--- config.mk ---
export PLATFORM = sky130hd
export DESIGN_NAME = ppg_top
export DESIGN_NICKNAME = d
export VERILOG_FILES = /design/src/shared/ppg_pkg.sv /design/src/hw/ppg_fifo.sv /design/src/hw/ppg_top.sv
export SDC_FILE = /design/constraint.sdc
export NUM_CORES = 1
export LEC_CHECK = 0
export ABC_AREA = 1
export BUFFER_PORTS_ARGS = -buffer_cell sky130_fd_sc_hd__buf_2
export CAP_MARGIN = 5
export CORE_MARGIN = 4
export CORE_UTILIZATION = 55
export DETAILED_ROUTE_END_ITERATION = 10
export GPL_ROUTABILITY_DRIVEN = 1
export MAX_ROUTING_LAYER = met4
export PLACE_DENSITY_LB_ADDON = 0.3
export SETUP_SLACK_MARGIN = 0.2
export SYNTH_ARGS = -nofsm -noshare
export SYNTH_HDL_FRONTEND = slang
export SYNTH_SLANG_ARGS = --single-unit
--- constraint.sdc ---
create_clock -name hclk -period 2.9 [get_ports hclk]
set_input_delay 0.145 -clock hclk [delete_from_list [all_inputs] [get_ports hclk]]
set_output_delay 0.145 -clock hclk [all_outputs]
set_load 0.01 [all_outputs]
--- src/shared/ppg_pkg.sv ---
// Package for the printer port and general-purpose pin block.
// Assumes a 32-bit AHB-Lite register bus and a 50 MHz hclk.
package ppg_pkg;

  // Register byte addresses; four of the five printed offsets are not word aligned, so index * 4
  localparam logic [7:0]  PPG_IDX_LEVELS   = 8'h17;
  localparam logic [7:0]  PPG_IDX_CONTROL  = 8'h1a;
  localparam logic [7:0]  PPG_IDX_STATUS   = 8'h1b;
  localparam logic [7:0]  PPG_IDX_DATA     = 8'h1c;
  localparam logic [7:0]  PPG_IDX_RDATA    = 8'h1d;
  localparam logic [9:0]  PPG_ADDR_LEVELS  = {PPG_IDX_LEVELS, 2'b00};
  localparam logic [9:0]  PPG_ADDR_CONTROL = {PPG_IDX_CONTROL, 2'b00};
  localparam logic [9:0]  PPG_ADDR_STATUS  = {PPG_IDX_STATUS, 2'b00};
  localparam logic [9:0]  PPG_ADDR_DATA    = {PPG_IDX_DATA, 2'b00};
  localparam logic [9:0]  PPG_ADDR_RDATA   = {PPG_IDX_RDATA, 2'b00};

  // Levels register fields
  localparam int          PPG_LV_GPO0      = 0;
  localparam int          PPG_LV_GPI0      = 4;
  localparam int          PPG_LV_GPI1      = 5;
  localparam int          PPG_LV_GPI2      = 6;

  // Control register fields
  localparam int          PPG_CT_DRIVE     = 0;
  localparam int          PPG_CT_SELECT    = 1;
  localparam int          PPG_CT_RESTART   = 2;
  localparam int          PPG_CT_AUTOLF    = 3;
  localparam logic [7:0]  PPG_CT_RESET     = 8'h00;

  // Status register fields
  localparam int          PPG_ST_BUSY      = 0;
  localparam int          PPG_ST_TAKEN_N   = 1;
  localparam int          PPG_ST_PAPER     = 2;
  localparam int          PPG_ST_ONLINE    = 3;
  localparam int          PPG_ST_FAULT_N   = 4;
  localparam int          PPG_ST_READY     = 5;
  localparam int          PPG_ST_MODE      = 6;
  localparam int          PPG_ST_FULL      = 7;

  // Latch pulse timing
  localparam int          PPG_CLK_MHZ      = 50;
  localparam int          PPG_SETUP_NS     = 500;
  localparam int          PPG_PULSE_NS     = 1000;
  localparam int          PPG_HOLD_NS      = 500;
  localparam int          PPG_SETUP_CYC    = (PPG_SETUP_NS * PPG_CLK_MHZ + 999) / 1000;
  localparam int          PPG_PULSE_CYC    = (PPG_PULSE_NS * PPG_CLK_MHZ + 999) / 1000;
  localparam int          PPG_HOLD_CYC     = (PPG_HOLD_NS * PPG_CLK_MHZ + 999) / 1000;
  localparam int          PPG_FIFO_DEPTH   = 8;

  typedef enum logic [1:0] {
    PPG_IDLE  = 2'b00,
    PPG_SETUP = 2'b01,
    PPG_PULSE = 2'b10,
    PPG_HOLD  = 2'b11
  } ppg_state_t;

endpackage : ppg_pkg

--- src/hw/ppg_fifo.sv ---
// Byte FIFO between register writes and the printer latch sequencer.
// Assumes one clock and an active-low asynchronous reset.
`timescale 1ns/1ps
`default_nettype none
module ppg_fifo #(
  parameter int WIDTH = 8,
  parameter int DEPTH = 8
) (
  input  wire logic             clk,
  input  wire logic             rst_n,
  input  wire logic             in_valid,
  output logic                  in_ready,
  input  wire logic [WIDTH-1:0] in_data,
  output logic                  out_valid,
  input  wire logic             out_ready,
  output logic      [WIDTH-1:0] out_data
);
  localparam int AW = $clog2(DEPTH);

  logic [WIDTH-1:0] mem [DEPTH];
  logic [AW-1:0]    wr_ptr;
  logic [AW-1:0]    rd_ptr;
  logic [AW:0]      count;
  logic [AW-1:0]    next_wr_ptr;
  logic [AW-1:0]    next_rd_ptr;
  logic [AW:0]      next_count;
  logic             push;
  logic             pop;

  always_comb begin
    in_ready    = (count != (AW+1)'(DEPTH));
    out_valid   = (count != '0);
    out_data    = mem[rd_ptr];
    push        = in_valid && in_ready;
    pop         = out_valid && out_ready;
    next_wr_ptr = push ? ((wr_ptr == AW'(DEPTH - 1)) ? '0 : wr_ptr + 1'b1) : wr_ptr;
    next_rd_ptr = pop ? ((rd_ptr == AW'(DEPTH - 1)) ? '0 : rd_ptr + 1'b1) : rd_ptr;
    next_count  = count + (AW+1)'(push) - (AW+1)'(pop);
  end

  always_ff @(posedge clk or negedge rst_n) begin
    if (!rst_n) begin
      wr_ptr <= '0;
      rd_ptr <= '0;
      count  <= '0;
    end else begin
      wr_ptr <= next_wr_ptr;
      rd_ptr <= next_rd_ptr;
      count  <= next_count;
    end
  end

  // Storage needs no reset; empty flag guards stale words
  always_ff @(posedge clk) begin
    if (push) begin
      mem[wr_ptr] <= in_data;
    end
  end
endmodule : ppg_fifo
`default_nettype wire

--- src/hw/ppg_top.sv ---
// Printer port and general-purpose pin logic behind an AHB-Lite register slave.
// Assumes pins arrive asynchronously; the strap is shared with a clock pin and
// is valid while reset is applied.
`timescale 1ns/1ps
`default_nettype none
module ppg_top
  import ppg_pkg::*;
#(
  parameter int DATA_W = 8,
  parameter int DEPTH  = PPG_FIFO_DEPTH
) (
  input  wire logic              hclk,
  input  wire logic              hresetn,
  input  wire logic              hsel,
  input  wire logic [31:0]       haddr,
  input  wire logic [1:0]        htrans,
  input  wire logic              hwrite,
  input  wire logic [2:0]        hsize,
  input  wire logic [31:0]       hwdata,
  input  wire logic              hready,
  output logic      [31:0]       hrdata,
  output logic                   hreadyout,
  output logic                   hresp,
  input  wire logic [DATA_W-1:0] printer_data_bus_in,
  output logic      [DATA_W-1:0] printer_data_bus_out,
  output logic                   printer_data_bus_oe,
  input  wire logic              busy,
  input  wire logic              taken_n,
  input  wire logic              paper_out,
  input  wire logic              printer_online,
  input  wire logic              fault_n,
  input  wire logic              printer_port_strap,
  output logic                   printer_select_n,
  output logic                   restart_n,
  output logic                   line_feed_auto_n,
  output logic                   latch_pulse_n,
  output logic                   gp_output
);

  // Synchronisers: stage one is read by stage two only
  localparam int NS = DATA_W + 6;
  // Reset to idle pin levels: no false data-taken edge or strap value after reset
  localparam logic [NS-1:0] SYNC_IDLE = {6'b110010, {DATA_W{1'b0}}};
  logic [NS-1:0] pin_raw;
  logic [NS-1:0] sync1;
  logic [NS-1:0] sync2;
  assign pin_raw = {printer_port_strap, fault_n, printer_online, paper_out, taken_n, busy,
                    printer_data_bus_in};

  always_ff @(posedge hclk or negedge hresetn) begin
    if (!hresetn) begin
      sync1 <= SYNC_IDLE;
      sync2 <= SYNC_IDLE;
    end else begin
      sync1 <= pin_raw;
      sync2 <= sync1;
    end
  end

  logic [DATA_W-1:0] data_s;
  logic              busy_s;
  logic              taken_n_s;
  logic              paper_s;
  logic              online_s;
  logic              fault_n_s;
  logic              strap_s;
  assign data_s    = sync2[DATA_W-1:0];
  assign busy_s    = sync2[DATA_W];
  assign taken_n_s = sync2[DATA_W+1];
  assign paper_s   = sync2[DATA_W+2];
  assign online_s  = sync2[DATA_W+3];
  assign fault_n_s = sync2[DATA_W+4];
  assign strap_s   = sync2[DATA_W+5];

  // Strap capture: taken once the synchroniser holds the pin, then frozen
  logic       mode_mii;
  logic [1:0] strap_wait;
  logic       next_mode_mii;
  logic [1:0] next_strap_wait;

  always_comb begin
    next_mode_mii   = mode_mii;
    next_strap_wait = strap_wait;
    if (strap_wait != 2'h3) begin
      next_strap_wait = strap_wait + 2'h1;
      if (strap_wait == 2'h2) begin
        next_mode_mii = strap_s;
      end
    end
  end

  always_ff @(posedge hclk or negedge hresetn) begin
    if (!hresetn) begin
      mode_mii   <= 1'b1;
      strap_wait <= 2'h0;
    end else begin
      mode_mii   <= next_mode_mii;
      strap_wait <= next_strap_wait;
    end
  end

  // AHB-Lite slave: zero-wait, always OKAY
  logic       ap_valid;
  logic       ap_write;
  logic [9:0] ap_addr;
  logic       next_ap_valid;
  logic       next_ap_write;
  logic [9:0] next_ap_addr;

  always_comb begin
    next_ap_valid = hsel && hready && htrans[1];
    next_ap_write = hwrite;
    next_ap_addr  = haddr[9:0];
  end

  always_ff @(posedge hclk or negedge hresetn) begin
    if (!hresetn) begin
      ap_valid <= 1'b0;
      ap_write <= 1'b0;
      ap_addr  <= '0;
    end else begin
      ap_valid <= next_ap_valid;
      ap_write <= next_ap_write;
      ap_addr  <= next_ap_addr;
    end
  end

  logic wr_levels;
  logic wr_control;
  logic wr_data;
  assign wr_levels  = ap_valid && ap_write && (ap_addr == PPG_ADDR_LEVELS);
  assign wr_control = ap_valid && ap_write && (ap_addr == PPG_ADDR_CONTROL);
  assign wr_data    = ap_valid && ap_write && (ap_addr == PPG_ADDR_DATA);

  // Software registers
  logic [7:0] control;
  logic       gp_out_bit;
  logic [7:0] next_control;
  logic       next_gp_out_bit;

  always_comb begin
    next_control = control;
    next_gp_out_bit = gp_out_bit;
    if (wr_control) begin
      next_control = hwdata[7:0];
    end
    if (wr_levels) begin
      next_gp_out_bit = hwdata[PPG_LV_GPO0];
    end
  end

  always_ff @(posedge hclk or negedge hresetn) begin
    if (!hresetn) begin
      control <= PPG_CT_RESET;
      gp_out_bit <= 1'b0;
    end else begin
      control <= next_control;
      gp_out_bit <= next_gp_out_bit;
    end
  end

  // Write-data FIFO; a full FIFO drops the byte, visible as the full status bit
  logic [DATA_W-1:0] fifo_dout;
  logic              fifo_in_ready;
  logic              fifo_out_valid;
  logic              fifo_pop;

  ppg_fifo #(
    .WIDTH (DATA_W),
    .DEPTH (DEPTH)
  ) u_fifo (
    .clk       (hclk),
    .rst_n     (hresetn),
    .in_valid  (wr_data),
    .in_ready  (fifo_in_ready),
    .in_data   (hwdata[DATA_W-1:0]),
    .out_valid (fifo_out_valid),
    .out_ready (fifo_pop),
    .out_data  (fifo_dout)
  );

  // Latch sequencer: setup, low pulse, hold
  localparam int CW = 8;
  ppg_state_t        state;
  ppg_state_t        next_state;
  logic [CW-1:0]     cnt;
  logic [CW-1:0]     next_cnt;
  logic [DATA_W-1:0] out_byte;
  logic [DATA_W-1:0] next_out_byte;

  always_comb begin
    next_state    = state;
    next_cnt      = cnt;
    next_out_byte = out_byte;
    fifo_pop      = 1'b0;
    case (state)
      PPG_IDLE: begin
        if (fifo_out_valid && !busy_s && !mode_mii) begin
          fifo_pop      = 1'b1;
          next_out_byte = fifo_dout;
          next_cnt      = CW'(PPG_SETUP_CYC - 1);
          next_state    = PPG_SETUP;
        end
      end
      PPG_SETUP: begin
        if (cnt == '0) begin
          next_cnt   = CW'(PPG_PULSE_CYC - 1);
          next_state = PPG_PULSE;
        end else begin
          next_cnt = cnt - 1'b1;
        end
      end
      PPG_PULSE: begin
        if (cnt == '0) begin
          next_cnt   = CW'(PPG_HOLD_CYC - 1);
          next_state = PPG_HOLD;
        end else begin
          next_cnt = cnt - 1'b1;
        end
      end
      PPG_HOLD: begin
        if (cnt == '0) begin
          next_state = PPG_IDLE;
        end else begin
          next_cnt = cnt - 1'b1;
        end
      end
      default: begin
        next_state = PPG_IDLE;
      end
    endcase
  end

  always_ff @(posedge hclk or negedge hresetn) begin
    if (!hresetn) begin
      state    <= PPG_IDLE;
      cnt      <= '0;
      out_byte <= '0;
    end else begin
      state    <= next_state;
      cnt      <= next_cnt;
      out_byte <= next_out_byte;
    end
  end

  // Data-taken edge sticks until a status read; set beats clear
  logic taken_seen;
  logic taken_prev;
  logic next_taken_seen;
  logic rd_status;
  assign rd_status = next_ap_valid && !hwrite && (haddr[9:0] == PPG_ADDR_STATUS);

  always_comb begin
    next_taken_seen = taken_seen;
    if (rd_status) begin
      next_taken_seen = 1'b0;
    end
    if (taken_prev && !taken_n_s) begin
      next_taken_seen = 1'b1;
    end
  end

  always_ff @(posedge hclk or negedge hresetn) begin
    if (!hresetn) begin
      taken_seen <= 1'b0;
      taken_prev <= 1'b1;
    end else begin
      taken_seen <= next_taken_seen;
      taken_prev <= taken_n_s;
    end
  end

  // Read data mux on the address phase; registered so hrdata stands in the data phase
  logic [31:0] rd_word;
  always_comb begin
    rd_word = 32'h0000_0000;
    case (haddr[9:0])
      PPG_ADDR_LEVELS: begin
        rd_word[PPG_LV_GPI2] = fault_n_s;
        rd_word[PPG_LV_GPI1] = mode_mii & paper_s;
        rd_word[PPG_LV_GPI0] = mode_mii & online_s;
        rd_word[PPG_LV_GPO0] = gp_out_bit;
      end
      PPG_ADDR_CONTROL: begin
        rd_word[7:0] = control;
      end
      PPG_ADDR_STATUS: begin
        rd_word[PPG_ST_BUSY]    = busy_s;
        rd_word[PPG_ST_TAKEN_N] = taken_n_s;
        rd_word[PPG_ST_PAPER]   = paper_s;
        rd_word[PPG_ST_ONLINE]  = online_s;
        rd_word[PPG_ST_FAULT_N] = fault_n_s;
        rd_word[PPG_ST_READY]   = taken_seen;
        rd_word[PPG_ST_MODE]    = mode_mii;
        rd_word[PPG_ST_FULL]    = !fifo_in_ready;
      end
      PPG_ADDR_RDATA: begin
        rd_word[DATA_W-1:0] = data_s;
      end
      default: begin
        rd_word = 32'h0000_0000;
      end
    endcase
  end

  assign hreadyout = 1'b1;
  assign hresp     = 1'b0;

  // Registered pin outputs
  logic [DATA_W-1:0] next_bus_out;
  logic              next_bus_oe;
  logic              next_sel_n;
  logic              next_restart_n;
  logic              next_lf_n;
  logic              next_latch_n;
  logic              next_gp_out;
  logic [31:0]       next_hrdata;

  always_comb begin
    next_bus_out   = out_byte;
    next_bus_oe    = control[PPG_CT_DRIVE] && !mode_mii;
    next_sel_n     = !control[PPG_CT_SELECT];
    next_restart_n = !control[PPG_CT_RESTART];
    next_lf_n      = !control[PPG_CT_AUTOLF];
    next_latch_n   = (next_state != PPG_PULSE);
    next_gp_out    = !next_gp_out_bit;
    next_hrdata    = (next_ap_valid && !hwrite) ? rd_word : 32'h0000_0000;
  end

  always_ff @(posedge hclk or negedge hresetn) begin
    if (!hresetn) begin
      printer_data_bus_out <= '0;
      printer_data_bus_oe  <= 1'b0;
      printer_select_n     <= 1'b1;
      restart_n            <= 1'b1;
      line_feed_auto_n     <= 1'b1;
      latch_pulse_n        <= 1'b1;
      gp_output            <= 1'b1;
      hrdata               <= 32'h0000_0000;
    end else begin
      printer_data_bus_out <= next_bus_out;
      printer_data_bus_oe  <= next_bus_oe;
      printer_select_n     <= next_sel_n;
      restart_n            <= next_restart_n;
      line_feed_auto_n     <= next_lf_n;
      latch_pulse_n        <= next_latch_n;
      gp_output            <= next_gp_out;
      hrdata               <= next_hrdata;
    end
  end
endmodule : ppg_top
`default_nettype wire

==> results of run 1 <==
how the worst max path moves through the flow:
| stage | endpoint | slack (ns) |
|---|---|---|
| after floorplan | u_fifo.count[2] | 0.74 |
| after global placement | u_fifo.mem[1][2] | 0.79 |
| after detailed placement | u_fifo.mem[1][1] | 0.70 |
| after CTS | u_fifo.mem[2][5] | 0.68 |
| after global routing | u_fifo.mem[1][5] | 0.54 |
| final | u_fifo.mem[2][5] | 0.70 |
per-stage QoR:
stage	setup slack (ns)	power, uW	cells	utilization	instance area (um^2)
final	0.697	6440	914	0.674	8200
after global routing	0.544	6790	914	0.674	8200
after CTS	0.683	6500	914	0.674	8200
after detailed placement	0.698	4240	853	0.601	7310
after global placement	0.789	4160	853	0.601	7310
after floorplan	0.737	3880	658	-	7010
routing by layer:
| metal | global-route usage | share of wire | vias to the layer above |
|---|---|---|---|
| li1 | - | - | 2242 |
| met2 | 0.337 | 0.50 | 159 |
| met3 | 0.0458 | 0.060 | 23 |
| met1 | 0.247 | 0.42 | 2226 |
| met5 | - | 0 | - |
| met4 | 0.0687 | 0.018 | 0 |
state kept, by name (all words and copies together), names as in the netlist, 10 cells and up:
signal and cells:
sync2 14, sync1 14, u_fifo.mem 64, ap_addr 10
worst register-to-register path: stages, from the launching register on:
cell     delay, ns
dfrtp_1       0.36
or2_4         0.25
nor3_4        0.27
nand2_2       0.08
inv_2         0.21
nand2_4       0.09
nor2_1        0.58
cell usage after synthesis (2+ instances only):
| cell type | instances | area share |
|---|---|---|
| dfrtp_1 | 91 | 0.33 |
| nand2_1 | 91 | 0.049 |
| nor2_1 | 80 | 0.043 |
| inv_1 | 65 | 0.035 |
| edfxtp_1 | 64 | 0.28 |
| nand3_1 | 56 | 0.040 |
| o21ai_0 | 41 | 0.030 |
| buf_4 | 28 | 0.030 |
| o211ai_1 | 16 | 0.017 |
| o21ai_1 | 15 | 0.011 |
| ha_1 | 14 | 0.025 |
| dfstp_2 | 13 | 0.049 |
| nand4_1 | 9 | 0.0081 |
| buf_2 | 7 | 0.0051 |
| nand2_2 | 5 | 0.0045 |
| nor2_4 | 4 | 0.0065 |
| clkbuf_1 | 3 | 0.0016 |
| inv_2 | 3 | 0.0016 |
| nand2_4 | 3 | 0.0049 |
| nor2_2 | 3 | 0.0027 |
| xnor2_1 | 3 | 0.0038 |
| clkinv_1 | 2 | 0.0011 |
| conb_1 | 2 | 0.0011 |
| o2111ai_1 | 2 | 0.0025 |
| xor2_1 | 2 | 0.0025 |
where the power goes:
part | internal (uW) | switching [uW] | total, uW
clock network | 1320 | 879 | 2200
logic | 492 | 840 | 1330
registers | 2720 | 189 | 2910
repair_timing:
item,CTS,global route
hold buffers,29,0
endpoints found under the hold margin,69,0
setup endpoints to repair,0,0
area by class of cell:
cell class              instances  share of cell area
well taps                     168              0.0256
inverters                      70              0.0320
multi-input cells             379               0.235
flip-flops and latches        168               0.554
clock inverters                 7             0.00626
clock buffers                  25              0.0670
repair buffers                 97              0.0800
kinds of logic (layout without fill, tap and decap cells):
group                      count (synthesis)  in the layout  share of synthesized area
buffers and inverters                    111            199                     0.0779
AOI/OAI and AO/OA                         76             76                     0.0620
xor gates and xnor gates                   5              5                    0.00633
DFF                                      168            168                      0.656
other                                      2             26                    0.00109
adders and majority gates                 15             15                     0.0282
and+or+nand+nor                          257            257                      0.168
==> run summary, run 1 <==
=================================================================================
Number of synthesized flops with an enable pin                                 64
Clock latency reported for the late side of the worst-skew pair           0.42 ns
Layout cells sized above 1                                                  0.177
Clock Tree Buf Depth                                                            2
Area of combinational cells with multiple inputs                        1930 um^2
Final Cycle Share                                                           0.760
Crit-path cells                                                      or2_4 -> nor3_4 -> nand2_2 -> inv_2 -> nand2_4 -> nor2_1
Via count of the first global-routing pass                                   4575
Setup repair after global routing missed its margin                            no
H-Tree Level Count                                                              4
Post-detailed-routing wire length                                        13600 um
Clock root cell                                                         clkbuf_16
I/O pin cnt                                                                   136
TritonCTS clock tree                                                          yes
Arrival time at the worst endpoint                                        2.25 ns
TritonCTS buffer count                                                         17
Crit-path leading delay family                                       simple AND/OR/NAND/NOR gates
Cell with the largest stage delay on the worst path                        nor2_1
Path category of the worst min-delay check                              in -> reg
Hold Crit Endpoint                                                   u_fifo.mem[4][3]
Overall die width                                                          120 um
Status                                                               finished clean
Worst r2r path cells                                                            6
Startpoint-to-endpoint class of the critical path                      reg -> reg
Headroom to the max-slew limit                                              0.321
Average footprint of a synthesized cell                                 10.9 um^2
Number of gates given a new drive strength after cts                            0
Reg area                                                                4540 um^2
Number of DRC violations after detailed routing                                 0
Overall fraction of global-route tracks in use                              0.202
Floorplan Core Area                                                    12200 um^2
Synthesized area                                                        6920 um^2
Final nets                                                                    836
Synth-to-Final Area Change                                                  18.5%
Terminus of the critical flop-to-flop path                           u_fifo.mem[2][5]
Post-synthesis cell count                                                     634
Largest net degree at the start of global routing                              46
Die height                                                                 120 um
Fraction of synthesis flops using an asynchronous set or reset pin          0.619
Kind of capture point of the worst setup path                           flip-flop
Clock-pin transition on the worst setup and hold timing paths             0.06 ns
PwrDens                                                               786 nW/um^2
Sequential cell area fraction in the yosys report                           0.656
Worst Hold Path Cells                                                           1
Fmax                                                                    0.454 GHz
Launch point of the worst path                                         ap_addr[1]
Initial drt markers                                                           430
Max_cap viols                                                                   0
Post-CTS setup buffer count                                                     0
Ys Warns                                                                        0
Fin crit period                                                           2.20 ns
Kind of start point of the critical path                                flip-flop
DR pass1 iterations                                                             5
Fillers                                                                       874
Bufs and invs on worst path                                                     1
Worst vdd rail ir drop                                                   0.562 mV
Number of max-slew violations in the final report                               0
Residual antenna-violating net count after detailed routing                     0
Gpl congestion                                                              0.905
Number of gates on the worst path with buffers counted                          6
HP Start                                                                hwdata[3]
Leakage                                                                0.00384 uW
GRT overflow                                                                    0
Most frequently used flop master after synthesis                          dfrtp_1
Number of hold violations in the final report                                   0
Site Rows                                                                      40
Clk_skew                                                               0.00654 ns
Count of vias placed by the detailed router                                  4650
Placed wire-length estimate                                               8810 um
Critical path data required time                                          2.95 ns
Source of the worst register-to-register timing path                   ap_addr[1]
Die footprint                                                          14400 um^2
Library cells used by synthesis                                                37
Number of buffers inserted by port buffering                                   59
Starting density of the core                                                0.569
Worst hold slack across all endpoints                                   0.0217 ns
Post-detailed-route wirelength per cell                                   14.9 um
Via density per instance                                                     5.09
Register-to-register setup slack                                          0.70 ns
Antenna Diode Count                                                             0
Total negative slack for setup checks                                        0 ns
Highest-count cells in the layout ignoring fill and taps             nand2_1 (91), dfrtp_1 (91), nor2_1 (80)
Final setup vio count                                                           0
Maximum fanout along the worst path                                             9
Delay of the slowest critical-path stage                                  0.58 ns
Global-route wire length before repair                                   22000 um
Number of sinks driven by the clock tree                                      168
Number of synthesized register bits                                           168
Transition time at the pin with the least slew margin                     1.02 ns
Initial antenna violation count                                                 0
=================================================================================
Note: power is estimated with default switching activity, not from simulation.
==> run 2, diff against run 1 <==
- clock period: 2.9 -> 2.1 ns (I/O delays scaled with it)
==> run 2 against run 1 <==
Effect of this change: routed wire length increased by 4.8%; flip-flop and latch count unchanged; cell count increased by 2.3%; largest cell class unchanged; sequential power increased by 36%; hold slack improved by 0.0042 ns; clock-buffer cell count decreased by 1; critical path type unchanged; worst setup slack got worse by 0.51 ns; critical path depth increased by 3; utilization increased by 2.5 points.
==> run summary, run 2 (synthesis results as in run 1) <==
==============================================================================
Synth-to-Final Area Change                                               22.8%
Register-to-register setup slack                                       0.19 ns   -0.51 ns
Global-route wire length before repair                                23600 um   +7.4%
Gpl congestion                                                           0.849   -6.1%
Worst hold slack across all endpoints                                0.0259 ns   +0.00417 ns
Worst Hold Path Cells                                                        1   unchanged
Count of vias placed by the detailed router                               4820   +3.7%
Maximum fanout along the worst path                                          5   -4
Number of DRC violations after detailed routing                              0   unchanged
Final Cycle Share                                                        0.911   +0.151
DR pass1 iterations                                                          4   -1
Fin crit period                                                        1.91 ns   -0.291 ns
Final nets                                                                 857   +2.5%
Fmax                                                                 0.523 GHz   +15%
Die height                                                              120 um   unchanged
Arrival time at the worst endpoint                                     2.24 ns   about the same
Final setup vio count                                                        0   unchanged
Setup slack after layout                                              0.188 ns   -0.509 ns
Path category of the worst min-delay check                           in -> reg
Via count of the first global-routing pass                                4940   +8.0%
Clock Tree Buf Depth                                                         2   unchanged
Floorplan Core Area                                                 12200 um^2   unchanged
Worst r2r path cells                                                         9   +3
Placed wire-length estimate                                            9140 um   +3.7%
Kind of start point of the critical path                             flip-flop
PwrDens                                                           1060 nW/um^2   +35%
Residual antenna-violating net count after detailed routing                  0   unchanged
Clock latency reported for the late side of the worst-skew pair        0.43 ns   about the same
Via density per instance                                                  5.16   +1.3%
Layout cells sized above 1                                               0.223   +0.0460
Clock-pin transition on the worst setup and hold timing paths          0.06 ns   about the same
Clk_skew                                                             0.0113 ns   +0.00475 ns
Number of max-slew violations in the final report                            0   unchanged
Antenna Diode Count                                                          0   unchanged
Starting density of the core                                             0.569   unchanged
Critical path data required time                                       2.42 ns   -0.53 ns
TritonCTS clock tree                                                       yes
Total negative slack for setup checks                                     0 ns   unchanged
Number of hold violations in the final report                                0   unchanged
Largest net degree at the start of global routing                           47   +2.2%
Post-layout utilization of the core                                      0.699   +0.0247
Die footprint                                                       14400 um^2   unchanged
Clock root cell                                                      clkbuf_16
I/O pin cnt                                                                136   unchanged
Leakage                                                             0.00394 uW   +2.6%
Kind of capture point of the worst setup path                        flip-flop
Status                                                            finished clean
Area post-placement                                                  7450 um^2   +1.9%
Site Rows                                                                   40   unchanged
GRT overflow                                                                 0   unchanged
Setup repair after global routing missed its margin                        yes
Overall fraction of global-route tracks in use                           0.219   +0.0171
Number of flip-flops in the largest register                                64   unchanged
Max_cap viols                                                                0   unchanged
TritonCTS buffer count                                                      17   unchanged
Worst Setup Slack post-DPL                                            0.148 ns   -0.550 ns
H-Tree Level Count                                                           4   unchanged
Initial antenna violation count                                              0   unchanged
Highest-count cells in the layout ignoring fill and taps          nand2_1 (91), dfrtp_1 (89), nor2_1 (71)
Initial drt markers                                                        407   -5.3%
Register containing the most flip-flops in the final layout         u_fifo.mem
Final design area excluding fillers                                  8500 um^2   +3.7%
Overall die width                                                       120 um   unchanged
Startpoint-to-endpoint class of the critical path                   reg -> reg
Number of buffers inserted by port buffering                                59   unchanged
Post-detailed-route wirelength per cell                                15.2 um   +2.4%
Number of sinks driven by the clock tree                                   168   unchanged
Leading cell type in the layout, fill and taps excluded                nand2_1
Worst vdd rail ir drop                                                0.635 mV   +13%
Post-detailed-routing wire length                                     14200 um   +4.8%
Top flop regs                                                     u_fifo.mem x64, sync1 x14, sync2 x14
==============================================================================
==> run 2: timing repair <==
action / CTS / global route
endpoints found under the setup margin: 20 / 67
buffers inserted: 3 / 3
gates resized for setup: 2 / 21
hold endpoints to repair: 155 / 0
pin swaps: 3 / 2
hold buffers: 35 / 0
==> run 2: report_power, final <==
group | leakage (uW) | switching, uW | total, uW | internal, uW
Sequential | 0.00183 | 196 | 3960 | 3760
Combinational | 0.00182 | 1310 | 2090 | 780
Clock | 0.000287 | 1230 | 2980 | 1750
Total | 0.00394 | 2740 | 9030 | 6300
==> run 2: worst max-delay path: stages (launching register included) <==
cell and delay (ns):
dfstp_2 0.60, inv_1 0.10, nand3_4 0.10, nor2_4 0.04, ha_4 0.20, inv_2 0.06, ha_4 0.12, inv_2 0.04
fa_2 0.53, inv_2 0.03
==> run 2: worst paths after layout <==
check	startpoint	to
worst min-delay path	hwdata[2]	u_fifo.mem[5][2]
worst max register to register	mode_mii	u_fifo.count[1]
worst min register to register	sync1[5]	sync2[5]
min in group asynchronous	hresetn	u_fifo.rd_ptr[2]
max in group asynchronous	hresetn	sync2[9]
worst max-delay path	mode_mii	u_fifo.count[1]
==> run 2: per-layer routing <==
| layer | part of all wire | GRT usage | routed length [um] |
|---|---|---|---|
| met5 | 0 | - | 0 |
| met2 | 0.53 | 0.365 | 7590 |
| met3 | 0.057 | 0.0571 | 814 |
| met4 | 0.018 | 0.0838 | 260 |
| met1 | 0.39 | 0.259 | 5570 |
==> run 2: final cells by class <==
| cell class | count | area (um^2) |
|---|---|---|
| Sequential cell | 168 | 4540 |
| Fill cell | 856 | 3660 |
| Multi-Input combinational cell | 379 | 2030 |
| Timing Repair Buffer | 118 | 867 |
| Clock buffer | 24 | 524 |
| Inverter | 70 | 265 |
| Tap cell | 168 | 210 |
| Clock inverter | 8 | 58.8 |
==> run 2: through the flow <==
stage	total power, uW	std cells
after detailed placement	5960	862
after global routing	9580	935
after global placement	5860	862
after floorplan	5430	658
after CTS	9030	932
final	9030	935
